**src/hw/cmp_pair_regs.svh**
```systemverilog
// Purpose: Register indices, field positions, masks and reset values
// Assumes: Byte address of a register is four times its index
// Notes:   Definitions only
`ifndef CMP_PAIR_REGS_SVH
`define CMP_PAIR_REGS_SVH

// Register indices (byte address = index * 4)
`define IDX_TRIGGER      6'h01
`define IDX_EVENT_ROUTING_CONTROL       6'h02
`define IDX_IRQ_EN_CLR   6'h04
`define IDX_IRQ_EN_SET   6'h05
`define IDX_IRQ_FLAGS    6'h06
`define IDX_LIVE_STATUS  6'h08
`define IDX_READINESS    6'h09
`define IDX_WIN_CFG      6'h0c
`define IDX_CMP_CFG0     6'h10
`define IDX_CMP_CFG1     6'h14

// Field positions
`define EV_IN_LSB        8
`define EV_WIN_OUT_BIT   4
`define IRQ_WIN_BIT      4
`define WPOS_LSB         4
`define CFG_EN_BIT       0
`define CFG_SINGLE_BIT   1
`define CFG_COND_LSB     5
`define WIN_EN_BIT       0
`define WIN_COND_LSB     1

// Writable bits and reset values
`define EVENT_ROUTING_CONTROL_MASK      16'h0313
`define IRQ_MASK         8'h13
`define CMP_CFG_MASK     8'h63
`define WIN_CFG_MASK     8'h07
`define EVENT_ROUTING_CONTROL_RST       16'h0000
`define IRQ_EN_RST       8'h00
`define IRQ_FLAGS_RST    8'h00
`define CMP_CFG_RST      8'h00
`define WIN_CFG_RST      8'h00

// Bus encodings
`define HSIZE_WORD       3'h2
`define HRESP_OKAY       1'h0

`endif

```
**src/hw/cmp_pair_pkg.sv**
```systemverilog
// Purpose: Types shared by the comparator pair register block
// Assumes: Nothing
// Notes:   Enum order gives the field encodings
package cmp_pair_pkg;
    typedef logic [1:0] pair_t;
    typedef logic [5:0] reg_index_t;
    typedef enum logic [1:0] {POS_ABOVE, POS_INSIDE, POS_BELOW, POS_RESERVED} window_pos_e;
    typedef enum logic [1:0] {WCOND_ABOVE, WCOND_INSIDE, WCOND_BELOW, WCOND_OUTSIDE} window_cond_e;
    typedef enum logic [1:0] {CCOND_TOGGLE, CCOND_RISE, CCOND_FALL, CCOND_DONE} cmp_cond_e;
    typedef enum logic {BUS_IDLE, BUS_READ} bus_state_e;
endpackage

```
**src/hw/comparator_pair_control_regs.sv**
```systemverilog
// Purpose: AHB-Lite register bank for a comparator pair with window function
// Assumes: Analog outputs, ready and window position arrive asynchronously;
//          event inputs are one-cycle pulses on hclk
// Notes:   Reads take one wait state, writes none
//
// Summary of operation
// [RULE1] Start bit one launches enabled single-shot comparison
// [RULE2] Start ignored unless implemented, enabled, single-shot
// [RULE3] Start bits always read back zero
// [RULE4] Event input enable lets events start comparisons
// [RULE5] Any routed event acts, source not recorded
// [RULE6] Window event output only when enabled
// [RULE7] Comparator event output only when enabled
// [RULE8] Reserved bits read zero; software writes zero
// [RULE9] Enable-clear reads enables, one bits disable
// [RULE10] Enable-set reads enables, one bits enable
// [RULE11] Set and clear share one enable store
// [RULE12] Window flag set on selected window condition
// [RULE13] Comparator flag set on selected condition
// [RULE14] Writing one clears a flag
// [RULE15] Unimplemented comparator flag reads zero
// [RULE16] Window position codes above, inside, below
// [RULE17] Window position live only in window mode
// [RULE18] State bits mirror outputs, valid when ready
// [RULE19] Window condition codes above/inside/below/outside
// [RULE20] Interrupt raised when flag and enable set
//
// The AHB-Lite slave port was left to the implementer.
`include "cmp_pair_regs.svh"
`timescale 1ns/10ps
`default_nettype none

module comparator_pair_control_regs #(
    parameter logic [1:0] CMP_PRESENT    = 2'b11,
    parameter logic       WINDOW_PRESENT = 1'b1,
    parameter int         EV_CHANNELS    = 2
) (
    // Clock and reset
    input  wire logic                     hclk,
    input  wire logic                     hresetn,
    // AHB-Lite slave
    input  wire logic                     hsel,
    input  wire logic [31:0]              haddr,
    input  wire logic [1:0]               htrans,
    input  wire logic                     hwrite,
    input  wire logic [2:0]               hsize,
    input  wire logic [31:0]              hwdata,
    input  wire logic                     hready,
    output logic                          hreadyout,
    output logic                          hresp,
    output logic [31:0]                   hrdata,
    // Analog comparator side
    input  wire cmp_pair_pkg::pair_t      cmp_out_in,
    input  wire cmp_pair_pkg::pair_t      cmp_ready_in,
    input  wire logic [1:0]               window_pos_in,
    output cmp_pair_pkg::pair_t           cmp_enable,
    output cmp_pair_pkg::pair_t           cmp_launch,
    // Event routing network
    input  wire logic [EV_CHANNELS-1:0]   event_in,
    output cmp_pair_pkg::pair_t           cmp_event_out,
    output logic                          window_event_out,
    // Interrupt request
    output logic                          irq
);
    import cmp_pair_pkg::*;

    localparam logic [7:0] IMPL_MASK = {3'h0, WINDOW_PRESENT, 2'h0, CMP_PRESENT};

    bus_state_e  bus_state_reg;
    reg_index_t  rd_idx_reg;
    reg_index_t  wr_idx_reg;
    logic        wr_pend_reg;
    logic [31:0] hrdata_reg;
    logic [15:0] event_routing_control_reg;
    logic [7:0]  irq_en_reg;
    logic [7:0]  flags_reg;
    logic [7:0]  flags_next;
    logic [7:0]  flag_set;
    logic [7:0]  cmp_cfg_reg [2];
    logic [7:0]  win_cfg_reg;
    logic [5:0]  sync1_reg;
    logic [5:0]  sync2_reg;
    logic [5:0]  sync3_reg;
    logic [5:0]  stable_reg;
    logic [5:0]  prev_reg;
    logic        win_hit_prev_reg;
    pair_t       launch_reg;
    pair_t       cmp_ev_reg;
    logic        win_ev_reg;
    logic        bus_take;
    logic [5:0]  agree;
    pair_t       cmp_lvl;
    pair_t       cmp_rdy;
    pair_t       cfg_en;
    pair_t       cfg_single;
    pair_t       sw_start;
    pair_t       launch_next;
    pair_t       cmp_change;
    logic        win_on;
    logic [1:0]  wpos;
    logic        win_hit;

    function automatic logic wr_hit(input reg_index_t idx);
        return wr_pend_reg && (wr_idx_reg == idx);
    endfunction

    function automatic logic cmp_cond_hit(input logic [1:0] cond, input logic rise,
                                          input logic fall, input logic done);
        case (cmp_cond_e'(cond))
            CCOND_TOGGLE: return rise | fall;
            CCOND_RISE:   return rise;
            CCOND_FALL:   return fall;
            CCOND_DONE:   return done;
            default:      return 1'b0;
        endcase
    endfunction

    // [RULE19] window condition decode
    function automatic logic win_cond_hit(input logic [1:0] cond, input logic [1:0] pos);
        case (window_cond_e'(cond))
            WCOND_ABOVE:   return pos == POS_ABOVE;
            WCOND_INSIDE:  return pos == POS_INSIDE;
            WCOND_BELOW:   return pos == POS_BELOW;
            WCOND_OUTSIDE: return (pos == POS_ABOVE) || (pos == POS_BELOW);
            default:       return 1'b0;
        endcase
    endfunction

    // ---------------- Bus slave ----------------
    assign bus_take  = hsel && hready && htrans[1];
    assign hreadyout = (bus_state_reg == BUS_IDLE);
    assign hresp     = `HRESP_OKAY;
    assign hrdata    = hrdata_reg;

    always_ff @(posedge hclk or negedge hresetn) begin
        if (!hresetn) begin
            bus_state_reg <= BUS_IDLE;
            rd_idx_reg    <= 6'h00;
        end else begin
            case (bus_state_reg)
                BUS_IDLE: begin
                    if (bus_take && !hwrite) begin
                        bus_state_reg <= BUS_READ;
                        rd_idx_reg    <= haddr[7:2];
                    end
                end
                BUS_READ: begin
                    bus_state_reg <= BUS_IDLE;
                end
                default: begin
                    bus_state_reg <= BUS_IDLE;
                end
            endcase
        end
    end

    // Only whole-word writes are applied; others complete OKAY and are dropped
    always_ff @(posedge hclk or negedge hresetn) begin
        if (!hresetn) begin
            wr_pend_reg <= 1'b0;
            wr_idx_reg  <= 6'h00;
        end else begin
            wr_pend_reg <= bus_take && hwrite && (hsize == `HSIZE_WORD);
            wr_idx_reg  <= haddr[7:2];
        end
    end

    // Read data is sampled one cycle after the address phase, so a write in the
    // preceding data phase is already visible.
    always_ff @(posedge hclk or negedge hresetn) begin
        if (!hresetn) begin
            hrdata_reg <= 32'h0000_0000;
        end else if (bus_state_reg == BUS_READ) begin
            // [RULE8] [RULE3] unlisted bits zero
            case (rd_idx_reg)
                `IDX_EVENT_ROUTING_CONTROL:      hrdata_reg <= {16'h0000, event_routing_control_reg};
                `IDX_IRQ_EN_CLR,
                `IDX_IRQ_EN_SET:  hrdata_reg <= {24'h000000, irq_en_reg};
                `IDX_IRQ_FLAGS:   hrdata_reg <= {24'h000000, flags_reg};
                // [RULE17] [RULE18] live status
                `IDX_LIVE_STATUS: hrdata_reg <= {26'h0, wpos, 2'h0, cmp_lvl & CMP_PRESENT};
                `IDX_READINESS:   hrdata_reg <= {30'h0, cmp_rdy & CMP_PRESENT};
                `IDX_WIN_CFG:     hrdata_reg <= {24'h000000, win_cfg_reg};
                `IDX_CMP_CFG0:    hrdata_reg <= {24'h000000, cmp_cfg_reg[0]};
                `IDX_CMP_CFG1:    hrdata_reg <= {24'h000000, cmp_cfg_reg[1]};
                default:          hrdata_reg <= 32'h0000_0000;
            endcase
        end
    end

    // ---------------- Configuration ----------------
    always_ff @(posedge hclk or negedge hresetn) begin
        if (!hresetn) begin
            event_routing_control_reg     <= `EVENT_ROUTING_CONTROL_RST;
            win_cfg_reg    <= `WIN_CFG_RST;
            cmp_cfg_reg[0] <= `CMP_CFG_RST;
            cmp_cfg_reg[1] <= `CMP_CFG_RST;
        end else begin
            if (wr_hit(`IDX_EVENT_ROUTING_CONTROL)) begin
                event_routing_control_reg <= hwdata[15:0] & `EVENT_ROUTING_CONTROL_MASK;
            end
            if (wr_hit(`IDX_WIN_CFG)) begin
                win_cfg_reg <= hwdata[7:0] & `WIN_CFG_MASK & {7'h7f, WINDOW_PRESENT};
            end
            if (wr_hit(`IDX_CMP_CFG0)) begin
                cmp_cfg_reg[0] <= hwdata[7:0] & `CMP_CFG_MASK & {7'h7f, CMP_PRESENT[0]};
            end
            if (wr_hit(`IDX_CMP_CFG1)) begin
                cmp_cfg_reg[1] <= hwdata[7:0] & `CMP_CFG_MASK & {7'h7f, CMP_PRESENT[1]};
            end
        end
    end

    assign cfg_en     = {cmp_cfg_reg[1][`CFG_EN_BIT], cmp_cfg_reg[0][`CFG_EN_BIT]};
    assign cfg_single = {cmp_cfg_reg[1][`CFG_SINGLE_BIT], cmp_cfg_reg[0][`CFG_SINGLE_BIT]};
    assign cmp_enable = cfg_en;
    assign win_on     = win_cfg_reg[`WIN_EN_BIT] && WINDOW_PRESENT;

    // [RULE9] [RULE10] [RULE11] one enable store
    always_ff @(posedge hclk or negedge hresetn) begin
        if (!hresetn) begin
            irq_en_reg <= `IRQ_EN_RST;
        end else if (wr_hit(`IDX_IRQ_EN_SET)) begin
            irq_en_reg <= irq_en_reg | (hwdata[7:0] & `IRQ_MASK & IMPL_MASK);
        end else if (wr_hit(`IDX_IRQ_EN_CLR)) begin
            irq_en_reg <= irq_en_reg & ~hwdata[7:0];
        end
    end

    // ---------------- Analog inputs ----------------
    // Three stages; a bit moves on only when stages two and three agree
    assign agree = ~(sync2_reg ^ sync3_reg);

    always_ff @(posedge hclk or negedge hresetn) begin
        if (!hresetn) begin
            sync1_reg  <= 6'h00;
            sync2_reg  <= 6'h00;
            sync3_reg  <= 6'h00;
            stable_reg <= 6'h00;
            prev_reg   <= 6'h00;
        end else begin
            sync1_reg  <= {window_pos_in, cmp_ready_in, cmp_out_in};
            sync2_reg  <= sync1_reg;
            sync3_reg  <= sync2_reg;
            stable_reg <= (agree & sync3_reg) | (~agree & stable_reg);
            prev_reg   <= stable_reg;
        end
    end

    assign cmp_lvl = stable_reg[1:0];
    assign cmp_rdy = stable_reg[3:2];
    // [RULE16] [RULE17] position code, zero outside window mode
    assign wpos    = win_on ? stable_reg[5:4] : 2'h0;
    assign win_hit = win_on && win_cond_hit(win_cfg_reg[`WIN_COND_LSB +: 2], wpos);
    assign cmp_change = (cmp_lvl ^ prev_reg[1:0]) & cmp_rdy & cfg_en & CMP_PRESENT;

    // ---------------- Launch and events ----------------
    // [RULE3] start bits are a strobe only, never stored
    assign sw_start = wr_hit(`IDX_TRIGGER) ? hwdata[1:0] : 2'h0;

    always_comb begin
        // [RULE1] [RULE2] gated single-shot start
        launch_next = sw_start & cfg_single & cfg_en & CMP_PRESENT;
        // [RULE4] [RULE5] any routed event
        if (|event_in) begin
            launch_next = launch_next
                        | (event_routing_control_reg[`EV_IN_LSB +: 2] & cfg_en & CMP_PRESENT);
        end
    end

    always_ff @(posedge hclk or negedge hresetn) begin
        if (!hresetn) begin
            launch_reg       <= 2'h0;
            cmp_ev_reg       <= 2'h0;
            win_ev_reg       <= 1'b0;
            win_hit_prev_reg <= 1'b0;
        end else begin
            launch_reg       <= launch_next;
            // [RULE7] comparator event gate
            cmp_ev_reg       <= cmp_change & event_routing_control_reg[1:0];
            // [RULE6] window event gate
            win_ev_reg       <= win_on && (stable_reg[5:4] != prev_reg[5:4])
                                && event_routing_control_reg[`EV_WIN_OUT_BIT];
            win_hit_prev_reg <= win_hit;
        end
    end

    assign cmp_launch       = launch_reg;
    assign cmp_event_out    = cmp_ev_reg;
    assign window_event_out = win_ev_reg;

    // ---------------- Interrupt flags ----------------
    always_comb begin
        flag_set = 8'h00;
        for (int i = 0; i < 2; i++) begin
            // [RULE13] comparator condition
            flag_set[i] = CMP_PRESENT[i] && cfg_en[i]
                && cmp_cond_hit(cmp_cfg_reg[i][`CFG_COND_LSB +: 2],
                                cmp_change[i] && cmp_lvl[i],
                                cmp_change[i] && !cmp_lvl[i],
                                cmp_rdy[i] && !prev_reg[2 + i]);
        end
        // [RULE12] window condition entered
        flag_set[`IRQ_WIN_BIT] = win_hit && !win_hit_prev_reg;
        // [RULE14] [RULE15] set wins over clear
        flags_next = flags_reg;
        if (wr_hit(`IDX_IRQ_FLAGS)) begin
            flags_next = flags_reg & ~hwdata[7:0];
        end
        flags_next = (flags_next | flag_set) & `IRQ_MASK & IMPL_MASK;
    end

    always_ff @(posedge hclk or negedge hresetn) begin
        if (!hresetn) begin
            flags_reg <= `IRQ_FLAGS_RST;
        end else begin
            flags_reg <= flags_next;
        end
    end

    // [RULE20] flag and enable
    assign irq = |(flags_reg & irq_en_reg);
endmodule

`default_nettype wire

```
**config.mk**
```make
export PLATFORM = sky130hd
export DESIGN_NAME = comparator_pair_control_regs
export DESIGN_NICKNAME = d
export VERILOG_FILES = /design/src/hw/cmp_pair_pkg.sv /design/src/hw/comparator_pair_control_regs.sv
export VERILOG_INCLUDE_DIRS = /design/src /design/src/hw
export SDC_FILE = /design/constraint.sdc
export NUM_CORES = 1
export LEC_CHECK = 0
export ABC_AREA = 1
export BUFFER_PORTS_ARGS = -buffer_cell sky130_fd_sc_hd__clkbuf_2
export CAP_MARGIN = 20
export CORE_MARGIN = 8
export CORE_UTILIZATION = 55
export CTS_BUF_LIST = sky130_fd_sc_hd__clkbuf_8
export DETAILED_ROUTE_END_ITERATION = 16
export GPL_ROUTABILITY_DRIVEN = 1
export GPL_TIMING_DRIVEN = 0
export PLACE_DENSITY = 0.87
export SLEW_MARGIN = 20
export SYNTH_ARGS = -nofsm -noshare
export SYNTH_HDL_FRONTEND = slang
export SYNTH_SLANG_ARGS = --single-unit
```
**constraint.sdc**
```tcl
create_clock -name hclk -period 3.2 [get_ports hclk]
set_input_delay 0.32 -clock hclk [delete_from_list [all_inputs] [get_ports hclk]]
set_output_delay 0.32 -clock hclk [all_outputs]
set_load 0.02 [all_outputs]
```
==> impl_metrics.toml <==
[status]
outcome = "complete, but fails checks"
violations_in_the_final_reports = "negative hold slack"

[hold_path]
holdCritPathClass = "in -> async"

[floorplan]
placement_rows = 30
die_width_um = 97.9
pin_count = 124
fp.coreArea_mm2 = 0.00664
die_h_um = 97.9
floorplan.initialDensity_pct = 55.6
die_area_mm2 = 0.00959

[clock_network]
cts_tree = "done"
ctsRootBufferMaster = "clkbuf_8"
cts_max_path_buffers = 2
cts_hold_repair.buffers = 0
clk_pin_slew_ns = 0.08
h-tree-depth = 3
clock_latency_ns = 0.35
cts.sinks = 87
numCtsBuffers = 9
post_cts_resize_count = 0
number_of_setup_buffers_added_after_cts = 0

[yosys]
synth_top_cells_by_count = "dfrtp_1, nand2_1, o21ai_1"
mappedNetlistArea_mm2 = 0.00369
synth-edff-count = 0
yosys_register_bits = 87
instance_count_of_the_mapped_netlist = 381
synth_area_leader_cell = "dfrtp_1"
syn-mean-instance-area_um2 = 9.69
synth_seq_area_share_pct = 59.0
synth_top_area_share_pct = 59.0
fraction_of_registers_with_async_set_reset_pct = 100
yosys_warnings = 0
ys_types = 31
post_synth_main_area_contributors = "dfrtp_1, nand2_1, buf_4"
predominant_post_synthesis_flop_cell = "dfrtp_1"

[placement]
dp_cells = 534
detailed_place_hpwl_um = 6190
io_buffer_count = 51
pre_cts_ws_ns = 1.66
globalplace.congestion = 0.885

[detailed_routing]
via_per_inst = 5.03
final_antenna_net_count = 0
via_count = 2768
routedWlPerCell_um = 15.1
drc = 0
number_of_detailed_route_iterations_in_the_first_pass = 4
drt_first_iter_violations = 148
routed_wl_um = 8320

[timing]
layout_worst_path_cycle_share_pct = 59.9
layout_min_cycle_time_ns = 1.92
timing.fmax_ghz = 0.522
setup_viol = 0
hold_viol = 19
relSlewSlack_pct = 55.1
worst_slew_pin_slew_ns = 0.673
grt_setup_unrepaired = "false"
maxSlewViolCount = 0
totalNegativeSetupSlack_ns = 0
skew_ns = 0.00596
finalHoldWorstSlack_ns = -0.0211
finalWorstSetupSlack_ns = 1.28

[final_layout]
finish.utilization_pct = 65.7
final_layout_size_suffix_gt1_share_pct = 27.2
finish.cell_count_without_fillers = 550
antennaDiodeCount = 0
final_nets = 547
num-fill-cells = 540
synthToLayoutAreaGrowth_pct = 18.3

[power_and_ir_drop]
ir_drop_mv = 0.406
power.density_mw_per_mm2 = 566
power.static_leakage_nw = 2.32

[global_route]
first_pass_grt_wire_length_um = 13700
initial_antenna_violation_count = 0
grt_max_degree = 88
grt_total_ovfl = 0
grt_pass1_vias = 2837
all_layer_global_routing_usage_pct = 18.1

[setup_path]
arrival_ns = 1.60
start_kind = "flip-flop"
worst_ep_required_time_ns = 2.88
timing_worst_setup_path_type = "reg -> out"
worst_reg2reg_setup_slack_ns = 1.75
nature_of_the_critical_path_endpoint = "output port"
worst-path-max-fanout = 10

[job]
maxCapViolCount = 0
## critical path, cell delays in order, from the launching register on
cell and delay, ns:
dfrtp_1 0.38, buf_4 0.18, inv_1 0.12, clkbuf_1 0.32, clkbuf_2 0.24
## area by class of cell
cell class                      instances  area (µm²)  share of cell area, %
Multi-Input combinational cell        251        1250                   28.7
Clock buffer                           10         138                   3.15
Tap cell                               80         100                   2.29
Buffer                                 28         204                   4.67
Inverter                               37         139                   3.18
Timing Repair Buffer                   51         264                   6.04
Sequential cell                        87        2180                   49.8
Clock inverter                          6        91.3                   2.09
## path summary, 6_finish.rpt
| check | from | endpoint | depth (start not counted) |
|---|---|---|---|
| worst max-delay path | bus_state_reg | hreadyout | 4 |
| worst min-delay path | hresetn | cmp_launch[1] | 1 |
| worst max register to register | rd_idx_reg[1] | hrdata[5] | 5 |
| worst min register to register | sync1_reg[4] | sync2_reg[4] | 0 |
| max in group asynchronous | hresetn | async pin | 1 |
| min in group hclk | cmp_out_in[1] | sync1_reg[1] | 1 |
## per-stage QoR
stage,cell area [µm²],power (W)
after floorplan,3770,0.00149
after CTS,4370,0.00248
after global placement,4130,0.00162
after global routing,4370,0.00258
final,4370,0.00247
after detailed placement,4140,0.00163
## routing by layer
metal | global-route usage, % | routed length (µm) | vias to the layer above
li1 | - | - | 1363
met1 | 20.9 | 3470 | 1314
met2 | 30.0 | 4080 | 85
met3 | 5.90 | 702 | 6
met4 | 7.79 | 68 | 0
met5 | 0 | 0 | -
## logic make-up (layout without fill, tap and decap cells)
family          Yosys count  count (layout)  synth area share, %
flops                    87              87                 59.0
compound gates           56              56                 8.17
other cells               1              23                0.102
fa+ha+maj                 6               6                 1.63
buf+inv                  65             132                 9.28
simple gates            166             166                 21.9
## power breakdown
part	leakage [nW]	internal, W	switching [W]
Combinational	1.21	0.000122	0.000257
Clock	0.105	0.000463	0.000396
Sequential	1.01	0.00117	0.0000578
## cell usage in the layout, fill, tap and decap left out, drive strengths merged, types with 6 or more instances in the layout
master,instances
nor2,26
a21oi,6
buf,27
conb,23
inv,38
maj3,6
clkbuf,62
nand2,93
o21ai,43
nand4,12
dfrtp,87
nor3,6
nand3,21
No activity file was read; power rests on OpenSTA's default activity.
